[src/hw/urdc_regs.svh]
`ifndef URDC_REGS_SVH
`define URDC_REGS_SVH
// word addresses, one 32-bit word per register
`define URDC_CH0_DEF_ADDR 4'h0
`define URDC_CH0_CSR_ADDR 4'h1
`define URDC_CH1_DEF_ADDR 4'h2
`define URDC_CH1_CSR_ADDR 4'h3
`define URDC_IRQ_STATUS_ADDR 4'h4
`define URDC_IRQ_ENABLE_ADDR 4'h5
`define URDC_IRQ_CLEAR_ADDR 4'h6
// definition register fields
`define URDC_DEF_EN_BIT 7
`define URDC_DEF_IE_BIT 6
`define URDC_DEF_CONT_BIT 5
`define URDC_DEF_BUFSEL_BIT 4
`define URDC_DEF_PROT_BIT 3
`define URDC_DEF_RESET 8'h00
// control/status fields
`define URDC_CSR_TEN_BIT 7
`define URDC_CSR_TO_MSB 6
`define URDC_CSR_TO_LSB 2
`define URDC_CSR_FLAG_BIT 1
`define URDC_CSR_RESET 8'h00
// interrupt status layout: bit 2*ch completion, bit 2*ch+1 timeout
`define URDC_IRQ_BITS 4
`define URDC_SOF_PERIOD_MS 1
`endif

[src/hw/urdc_pkg.sv]
package urdc_pkg;
  typedef struct packed {
    logic enable;
    logic irqEnable;
    logic continuous;
    logic bufferSelect;
    logic [2:0] endpointPtr;
  } urdc_def_t;

  typedef struct packed {
    logic counterEnable;
    logic [4:0] timeoutValue;
    logic timeoutFlag;
  } urdc_csr_t;

  // request from the uart side for one channel
  typedef struct packed {
    logic byteValid;
    logic rxError;
    logic byteCountZero;
  } urdc_rx_t;

  // descriptor update toward the buffer manager
  typedef struct packed {
    logic update;
    logic nakClear;
    logic [2:0] endpointPtr;
    logic bufferSelect;
  } urdc_desc_t;

  typedef enum logic [2:0] {
    URDC_IDLE = 3'b001,
    URDC_RUN = 3'b010,
    URDC_HALT = 3'b100
  } urdc_state_t;
endpackage : urdc_pkg

[src/hw/urdc_channel.sv]
`timescale 1ns/10ps
`default_nettype none
`include "urdc_regs.svh"
module urdc_channel
(
  input wire logic clk,
  input wire logic sys_rst,
  input wire logic sofTick,
  input wire logic defWrite,
  input wire logic csrWrite,
  input wire logic [7:0] wrData,
  input wire urdc_pkg::urdc_rx_t rxIn,
  input wire logic bufferSelectMgr,
  output urdc_pkg::urdc_def_t defReg,
  output urdc_pkg::urdc_csr_t csrReg,
  output urdc_pkg::urdc_desc_t descOut,
  output logic doneEvent,
  output logic timeoutEvent
);
  urdc_pkg::urdc_def_t def_q;
  urdc_pkg::urdc_csr_t csr_q;
  urdc_pkg::urdc_desc_t desc_q;
  urdc_pkg::urdc_state_t state_q;
  urdc_pkg::urdc_state_t state_d;
  logic [4:0] count_q;
  logic firstByte_q;
  logic done_q;
  logic toEv_q;
  localparam logic [7:0] DEF_RST = `URDC_DEF_RESET;
  localparam logic [7:0] CSR_RST = `URDC_CSR_RESET;

  wire counting = csr_q.counterEnable && def_q.enable && firstByte_q;
  wire expire = counting && sofTick && !rxIn.byteValid && (count_q == 5'h01);
  wire rxErr = def_q.enable && rxIn.rxError;
  wire burstEnd = def_q.enable && !def_q.continuous && rxIn.byteCountZero;
  // with completion irq off, timeout and error leave the channel enabled;
  // a burst that runs out always ends the transfer
  wire clearEn = (def_q.irqEnable && (expire || rxErr)) || burstEnd;
  wire halt = expire || rxErr || burstEnd;
  wire bufSel = def_q.continuous ? bufferSelectMgr : def_q.bufferSelect;
  wire swEnWr = defWrite && wrData[`URDC_DEF_EN_BIT];
  wire flagClr = csrWrite && wrData[`URDC_CSR_FLAG_BIT];

  always_comb
  begin
    state_d = state_q;
    case (state_q)
      urdc_pkg::URDC_IDLE: if (def_q.enable) state_d = urdc_pkg::URDC_RUN;
      urdc_pkg::URDC_RUN: if (halt) state_d = urdc_pkg::URDC_HALT;
      urdc_pkg::URDC_HALT: state_d = urdc_pkg::URDC_IDLE;
      default: state_d = urdc_pkg::URDC_IDLE;
    endcase
  end

  always_ff @(posedge clk or posedge sys_rst)
  begin
    if (sys_rst)
    begin
      // protect bit and reserved bit have no storage
      def_q <= {DEF_RST[7:4], DEF_RST[2:0]};
      csr_q <= CSR_RST[7:1];
      count_q <= 5'h00;
      firstByte_q <= 1'b0;
      state_q <= urdc_pkg::URDC_IDLE;
      desc_q <= '0;
      done_q <= 1'b0;
      toEv_q <= 1'b0;
    end
    else
    begin
      state_q <= state_d;
      if (defWrite)
      begin
        def_q.enable <= wrData[`URDC_DEF_EN_BIT];
        def_q.irqEnable <= wrData[`URDC_DEF_IE_BIT];
        def_q.continuous <= wrData[`URDC_DEF_CONT_BIT];
        def_q.endpointPtr <= wrData[2:0];
        if (!wrData[`URDC_DEF_PROT_BIT])
          def_q.bufferSelect <= wrData[`URDC_DEF_BUFSEL_BIT];
      end
      else if (clearEn)
        def_q.enable <= 1'b0;
      if (csrWrite)
      begin
        csr_q.counterEnable <= wrData[`URDC_CSR_TEN_BIT];
        csr_q.timeoutValue <= wrData[`URDC_CSR_TO_MSB:`URDC_CSR_TO_LSB];
      end
      // a new timeout wins over a same-cycle clear
      if (expire)
        csr_q.timeoutFlag <= 1'b1;
      else if (flagClr || rxErr || burstEnd)
        csr_q.timeoutFlag <= flagClr ? 1'b0 : csr_q.timeoutFlag;
      if (swEnWr && !def_q.enable)
        firstByte_q <= 1'b0;
      else if (def_q.enable && rxIn.byteValid)
        firstByte_q <= 1'b1;
      if (rxIn.byteValid)
        count_q <= csr_q.timeoutValue;
      else if (counting && sofTick && count_q != 5'h00)
        count_q <= count_q - 5'h01;
      if (expire || rxErr)
        firstByte_q <= 1'b0;
      desc_q.update <= expire || rxErr || burstEnd;
      desc_q.nakClear <= expire || rxErr || burstEnd;
      desc_q.endpointPtr <= def_q.endpointPtr;
      desc_q.bufferSelect <= bufSel;
      // completion irq only on a 1-to-0 of enable, never for rx errors
      done_q <= def_q.irqEnable && clearEn && !rxErr && !defWrite;
      toEv_q <= expire;
    end
  end

  assign defReg = def_q;
  assign csrReg = csr_q;
  assign descOut = desc_q;
  assign doneEvent = done_q;
  assign timeoutEvent = toEv_q;
endmodule : urdc_channel
`default_nettype wire

[src/hw/urdc_top.sv]
`timescale 1ns/10ps
`default_nettype none
`include "urdc_regs.svh"
// Operation
// - continuous mode: buffer manager drives buffer select, dma follows
// - continuous mode keeps moving data without mcu until termination
// - timeout in continuous mode halts, updates descriptor, interrupts
// - receiver error halts and updates descriptor without dma interrupt
// - irq enable 0: no completion irq, enable bit stays set on timeout or error
// - irq enable 1: interrupt on each hardware enable 1-to-0 transition except on receiver error
// - software sets enable; hardware clears it on completion or error; with irq enable 0 only a burst end clears it
// - on halt write byte count, clear nak in input descriptor
// - timeout flag set when halted by timeout
// - timeout flag cleared only by writing 1
// - timeout field reloaded into down counter on every byte
// - down counter decrements on each frame-start pulse
// - counter reaching zero sets flag and halts transfer
// - counts only with counter enable, channel enable, first byte seen
// - counter enable 0 means no timeout ever
// - burst mode stops at byte count zero or receiver error
// - buffer select: 0 is X, 1 is Y, software set in burst
module urdc_top
(
  input wire logic clk,
  input wire logic sys_rst,
  input wire logic [3:0] avs_address,
  input wire logic avs_read,
  input wire logic avs_write,
  input wire logic [31:0] avs_writedata,
  output logic [31:0] avs_readdata,
  output logic avs_waitrequest,
  input wire logic sofPulse,
  input wire logic [1:0] rxByteValid,
  input wire logic [1:0] rxError,
  input wire logic [1:0] rxByteCountZero,
  input wire logic [1:0] mgrBufferSelect,
  output logic [1:0] descUpdate,
  output logic [1:0] descNakClear,
  output logic [5:0] descEndpointPtr,
  output logic [1:0] descBufferSelect,
  output logic irq
);
  localparam int NCH = 2;
  logic [1:0] sofSync_q;
  logic sofPrev_q;
  logic [3:0] irqStatus_q;
  logic [3:0] irqEnable_q;
  logic irq_q;
  logic [31:0] rdata_q;
  logic ack_q;
  logic waitReq_q;
  logic [3:0] events;
  logic [7:0] defByte [NCH];
  logic [7:0] csrByte [NCH];

  // frame-start pulse arrives from another domain
  wire sofTick = sofSync_q[1] && !sofPrev_q;
  wire busReq = (avs_read || avs_write) && !ack_q;
  // writes land only at the edge that samples waitrequest low
  wire wrStb = avs_write && ack_q;

  genvar g;
  generate
    for (g = 0; g < NCH; g++)
    begin : g_ch
      urdc_pkg::urdc_def_t dr;
      urdc_pkg::urdc_csr_t cr;
      urdc_pkg::urdc_desc_t ds;
      urdc_pkg::urdc_rx_t rx;
      logic dEv;
      logic tEv;
      assign rx = '{byteValid: rxByteValid[g], rxError: rxError[g],
                    byteCountZero: rxByteCountZero[g]};
      urdc_channel u_ch
      (
        .clk(clk),
        .sys_rst(sys_rst),
        .sofTick(sofTick),
        .defWrite(wrStb && avs_address == 4'(2 * g)),
        .csrWrite(wrStb && avs_address == 4'(2 * g + 1)),
        .wrData(avs_writedata[7:0]),
        .rxIn(rx),
        .bufferSelectMgr(mgrBufferSelect[g]),
        .defReg(dr),
        .csrReg(cr),
        .descOut(ds),
        .doneEvent(dEv),
        .timeoutEvent(tEv)
      );
      assign defByte[g] = {dr.enable, dr.irqEnable, dr.continuous, dr.bufferSelect,
                           1'b1, dr.endpointPtr};
      assign csrByte[g] = {cr.counterEnable, cr.timeoutValue, cr.timeoutFlag, 1'b0};
      assign events[2 * g] = dEv;
      assign events[2 * g + 1] = tEv;
      assign descUpdate[g] = ds.update;
      assign descNakClear[g] = ds.nakClear;
      assign descEndpointPtr[3 * g +: 3] = ds.endpointPtr;
      assign descBufferSelect[g] = ds.bufferSelect;
    end
  endgenerate

  wire [3:0] irqClr = (wrStb && avs_address == `URDC_IRQ_CLEAR_ADDR) ?
                      avs_writedata[3:0] : 4'h0;
  logic [7:0] rdSel;
  always_comb
  begin
    case (avs_address)
      `URDC_CH0_DEF_ADDR: rdSel = defByte[0];
      `URDC_CH0_CSR_ADDR: rdSel = csrByte[0];
      `URDC_CH1_DEF_ADDR: rdSel = defByte[1];
      `URDC_CH1_CSR_ADDR: rdSel = csrByte[1];
      `URDC_IRQ_STATUS_ADDR: rdSel = {4'h0, irqStatus_q};
      `URDC_IRQ_ENABLE_ADDR: rdSel = {4'h0, irqEnable_q};
      default: rdSel = 8'h00;
    endcase
  end

  always_ff @(posedge clk or posedge sys_rst)
  begin
    if (sys_rst)
    begin
      sofSync_q <= 2'h0;
      sofPrev_q <= 1'b0;
      irqStatus_q <= 4'h0;
      irqEnable_q <= 4'h0;
      irq_q <= 1'b0;
      rdata_q <= 32'h0;
      ack_q <= 1'b0;
      waitReq_q <= 1'b1;
    end
    else
    begin
      sofSync_q <= {sofSync_q[0], sofPulse};
      sofPrev_q <= sofSync_q[1];
      // events win over a same-cycle clear
      irqStatus_q <= (irqStatus_q & ~irqClr) | events;
      if (wrStb && avs_address == `URDC_IRQ_ENABLE_ADDR)
        irqEnable_q <= avs_writedata[3:0];
      irq_q <= |(((irqStatus_q & ~irqClr) | events) & irqEnable_q);
      ack_q <= busReq;
      waitReq_q <= !busReq;
      if (busReq && avs_read)
        rdata_q <= {24'h0, rdSel};
    end
  end

  // one wait cycle per access: answer flopped, read data ready alongside
  assign avs_waitrequest = waitReq_q;
  assign avs_readdata = rdata_q;
  assign irq = irq_q;
endmodule : urdc_top
`default_nettype wire

[config.mk]
export PLATFORM = sky130hd
export DESIGN_NAME = urdc_top
export DESIGN_NICKNAME = d
export VERILOG_FILES = /design/src/hw/urdc_pkg.sv /design/src/hw/urdc_channel.sv /design/src/hw/urdc_top.sv
export VERILOG_INCLUDE_DIRS = /design/src /design/src/hw
export SDC_FILE = /design/constraint.sdc
export NUM_CORES = 1
export LEC_CHECK = 0
export ABC_AREA = 1
export BUFFER_PORTS_ARGS = -buffer_cell sky130_fd_sc_hd__buf_4
export CELL_PAD_IN_SITES_DETAIL_PLACEMENT = 0
export CELL_PAD_IN_SITES_GLOBAL_PLACEMENT = 1
export CORE_AREA = 2 2 78 136
export DETAILED_ROUTE_END_ITERATION = 8
export DIE_AREA = 0 0 80 138
export PLACE_DENSITY = 0.76
export SLEW_MARGIN = 40
export SYNTH_ARGS = -nofsm -noshare
export SYNTH_HDL_FRONTEND = slang
export SYNTH_SLANG_ARGS = --single-unit
[constraint.sdc]
create_clock -name clk -period 2.7 [get_ports clk]
set_input_delay 0.54 -clock clk [delete_from_list [all_inputs] [get_ports clk]]
set_output_delay 0.54 -clock clk [all_outputs]
set_load 0.1 [all_outputs]
==> reports/metrics.csv <==
metric,value,unit
arrival,1.12,ns
setup_viol,0,
post_cts_resized,0,
cts_setup_buffers,0,
synthArstFlopShare,1.000,
ys.flop_type,dfrtp_1,
final_nets,551,
power_frac_seq,0.383,
clkLatencyLatePin,0.33,ns
synth-simple-area-share,0.2507,
htree_num_levels,3,
dieArea,11040,um2
antenna_found_initial,0,
grt_max_degree,39,
initial_utilization,0.3783,
power.total,3976,uW
hold_path.class,primary input to asynchronous set/reset pin,
wire_per_inst,13.69,um
portBuffers,46,
multi_input_area,1535,um2
critPathCaptureType,output port,
synth_top_family_by_area,simple AND/OR/NAND/NOR gates,
synth_compound_area_frac,0.1049,
synth_seq_cells,76,
clock_power_share,0.298,
fin_skew,0.007198,ns
avgSynthCellArea,8.567,um2
n_fill_cell,1040,
drv_cap,0,
timing.critical_path.buf_inv,1,
cts_made_buffers,9,
critPathMaxFanout,1,
criticalPathCategory,flip-flop to output port,
clkSlewWorstSetupHoldPaths,0.06,ns
dieWidth,80,um
drtPass1Iterations,4,
crit_slowest_cell,dfstp_2,
max_freq,601.3,MHz
p_int,2395,uW
crit_family,flip-flops,
postRouteAntennaNets,0,
drt_iter0_markers,193,
postCtsHoldBufs,0,
status,completed,
grt_pass1_wl,14.22,mm
grt_overflow,0,
grt_pass1_vias,2933,
tns,0,ns
drt-total-wl,8.599,mm
clockBufferDepth,2,
power_switching,1582,uW
ctsRootBufferMaster,clkbuf_16,
crit_required,2.16,ns
synth_edf_count,0,
synthMuxAreaShare,0,
start_kind,flip-flop,
period_share,0.6160,
row_count,49,
sw_frac_of_total,0.3978,
vias,2973,
routed_via_density,4.734,
slowest_delay,0.52,ns
yosys_warnings,0,
coreArea,10050,um2
die_h,138,um
path_cells,buf_4,
hpwl,6.761,mm
max_slew_margin,0.6206,
slew_viol_final,0,
syn_inst,444,
io_pins,95,
cts_sinks,76,
synth_cell_types,33,
synth_adder_area_share,0.01974,
hold_viol_final,0,
diodes,0,
ys_seq_area_frac,0.5003,
area_growth,17.86,%
synth_area,3804,um2
power_frac_comb,0.319,
power-per-cell-area,887.0,nW/um2
track_usage,0.1666,
p_leak,0.002330,uW
rsz0062_at_grt,false,
regArea,1903,um2
min_period,1.663,ns
synthXorXnorAreaFrac,0.004605,
cts_tree,done,
ir_drop,0.3399,mV
worst_slew_pin_slew,0.5683,ns
gp_congestion,0.8330,
drc_errors,0,
drive_above_1_share,0.2236,
-- final cells by class --
class	instances	share of cell area
clock buffer	12	0.05498
clock inverter	4	0.01088
inverter	56	0.04689
multi-input combinational	304	0.3424
sequential	76	0.4245
tap	127	0.03545
timing repair buffer	49	0.08485
-- path summary, 6_finish.rpt --
| check | start | depth (start not counted) | slack (ns) | endpoint |
|---|---|---|---|---|
| worst max-delay path | avs_waitrequest | 1 | 1.04 | avs_waitrequest |
| worst min-delay path | sys_rst | 2 | 0.27 | g_ch[1].u_ch.firstByte_q |
| worst max register to register | g_ch[0].u_ch.count_q[1] | 9 | 1.23 | g_ch[0].u_ch.defReg[6] |
| worst min register to register | sofSync_q[0] | 0 | 0.35 | sofSync_q[1] |
| max in group asynchronous | sys_rst | 3 | 1.74 | avs_waitrequest |
| min in group clk | sofPulse | 1 | 0.31 | sofSync_q[0] |
-- cells by family after synthesis --
logic type | after synthesis
adder cells (fa/ha/maj) | 6
other | 1
flip-flops | 76
AO/OA/AOI/OAI | 65
AND/OR/NAND/NOR | 207
XOR/XNOR | 2
buffers and inverters | 87
-- routing by layer --
layer | track usage | vias up | wire length, um
met3 | 0.02546 | 17 | 317
li1 | - | 1465 | -
met1 | 0.1950 | 1417 | 3387
met5 | 0 | - | 0
met4 | 0.07493 | 0 | 233
met2 | 0.2925 | 74 | 4661
-- stage by stage --
stage	area [um2]	instances	hold slack (ns)	utilization	worst slack, ns
2_1_floorplan	3890	467	0.3312	-	0.2233
3_3_place_gp	4188	612	0.3325	0.4165	0.9504
3_5_place_dp	4188	612	0.3371	0.4165	0.9319
4_1_cts	4483	628	0.2816	0.4459	1.026
5_1_grt	4483	628	0.3080	0.4459	1.017
6_report	4483	628	0.2694	0.4459	1.037
-- power by group through the flow --
stage          Combinational, uW  Sequential [uW]  Clock (uW)
3_3_place_gp                1260             1540           0
4_1_cts                     1280             1530        1210
2_1_floorplan                626             1930           0
5_1_grt                     1360             1560        1270
6_report                    1270             1520        1190
3_5_place_dp                1280             1550           0
-- registers in the layout, indices dropped and copies added (netlist names) --
register / cells
ack_q: 1
avs_readdata: 8
avs_waitrequest: 1
g_ch.u_ch.count_q: 10
g_ch.u_ch.csrReg: 14
g_ch.u_ch.defReg: 14
g_ch.u_ch.descOut: 10
g_ch.u_ch.doneEvent: 2
g_ch.u_ch.firstByte_q: 2
g_ch.u_ch.timeoutEvent: 2
irq: 1
irqEnable_q: 4
irqStatus_q: 4
sofPrev_q: 1
sofSync_q: 2
-- layout by cell type, fill, tap and decap left out, types with 11 or more instances in the layout --
cell     Yosys  routed
o21ai_2     13      13
o21ai_0     27      27
conb_1       1      24
nor2_1      14      14
nand3_1     25      25
buf_4       27      48
nand2_1    130     130
dfrtp_1     75      75
o21ai_1     11      11
inv_1       50      49
-- cell usage after synthesis, types with 2 or more instances --
| cell type | count | share of area |
|---|---|---|
| nand3_1 | 25 | 0.033 |
| o21ai_0 | 27 | 0.036 |
| inv_1 | 50 | 0.049 |
| nand3_2 | 2 | 0.0053 |
| nand4_1 | 7 | 0.012 |
| or2_2 | 3 | 0.0049 |
| a21oi_1 | 6 | 0.0079 |
| inv_2 | 6 | 0.0059 |
| o211ai_1 | 4 | 0.0079 |
| o21ai_2 | 13 | 0.030 |
| o21ai_1 | 11 | 0.014 |
| nor3_1 | 3 | 0.0039 |
| nand2_2 | 10 | 0.016 |
| ha_1 | 6 | 0.020 |
| nand3b_1 | 2 | 0.0039 |
| nor2_2 | 4 | 0.0066 |
| dfrtp_1 | 75 | 0.49 |
| nand2_1 | 130 | 0.13 |
| nor2_1 | 14 | 0.014 |
| buf_6 | 3 | 0.0089 |
| buf_4 | 27 | 0.053 |
| nor2_4 | 5 | 0.015 |
Note: power is estimated with default switching activity, not from simulation.
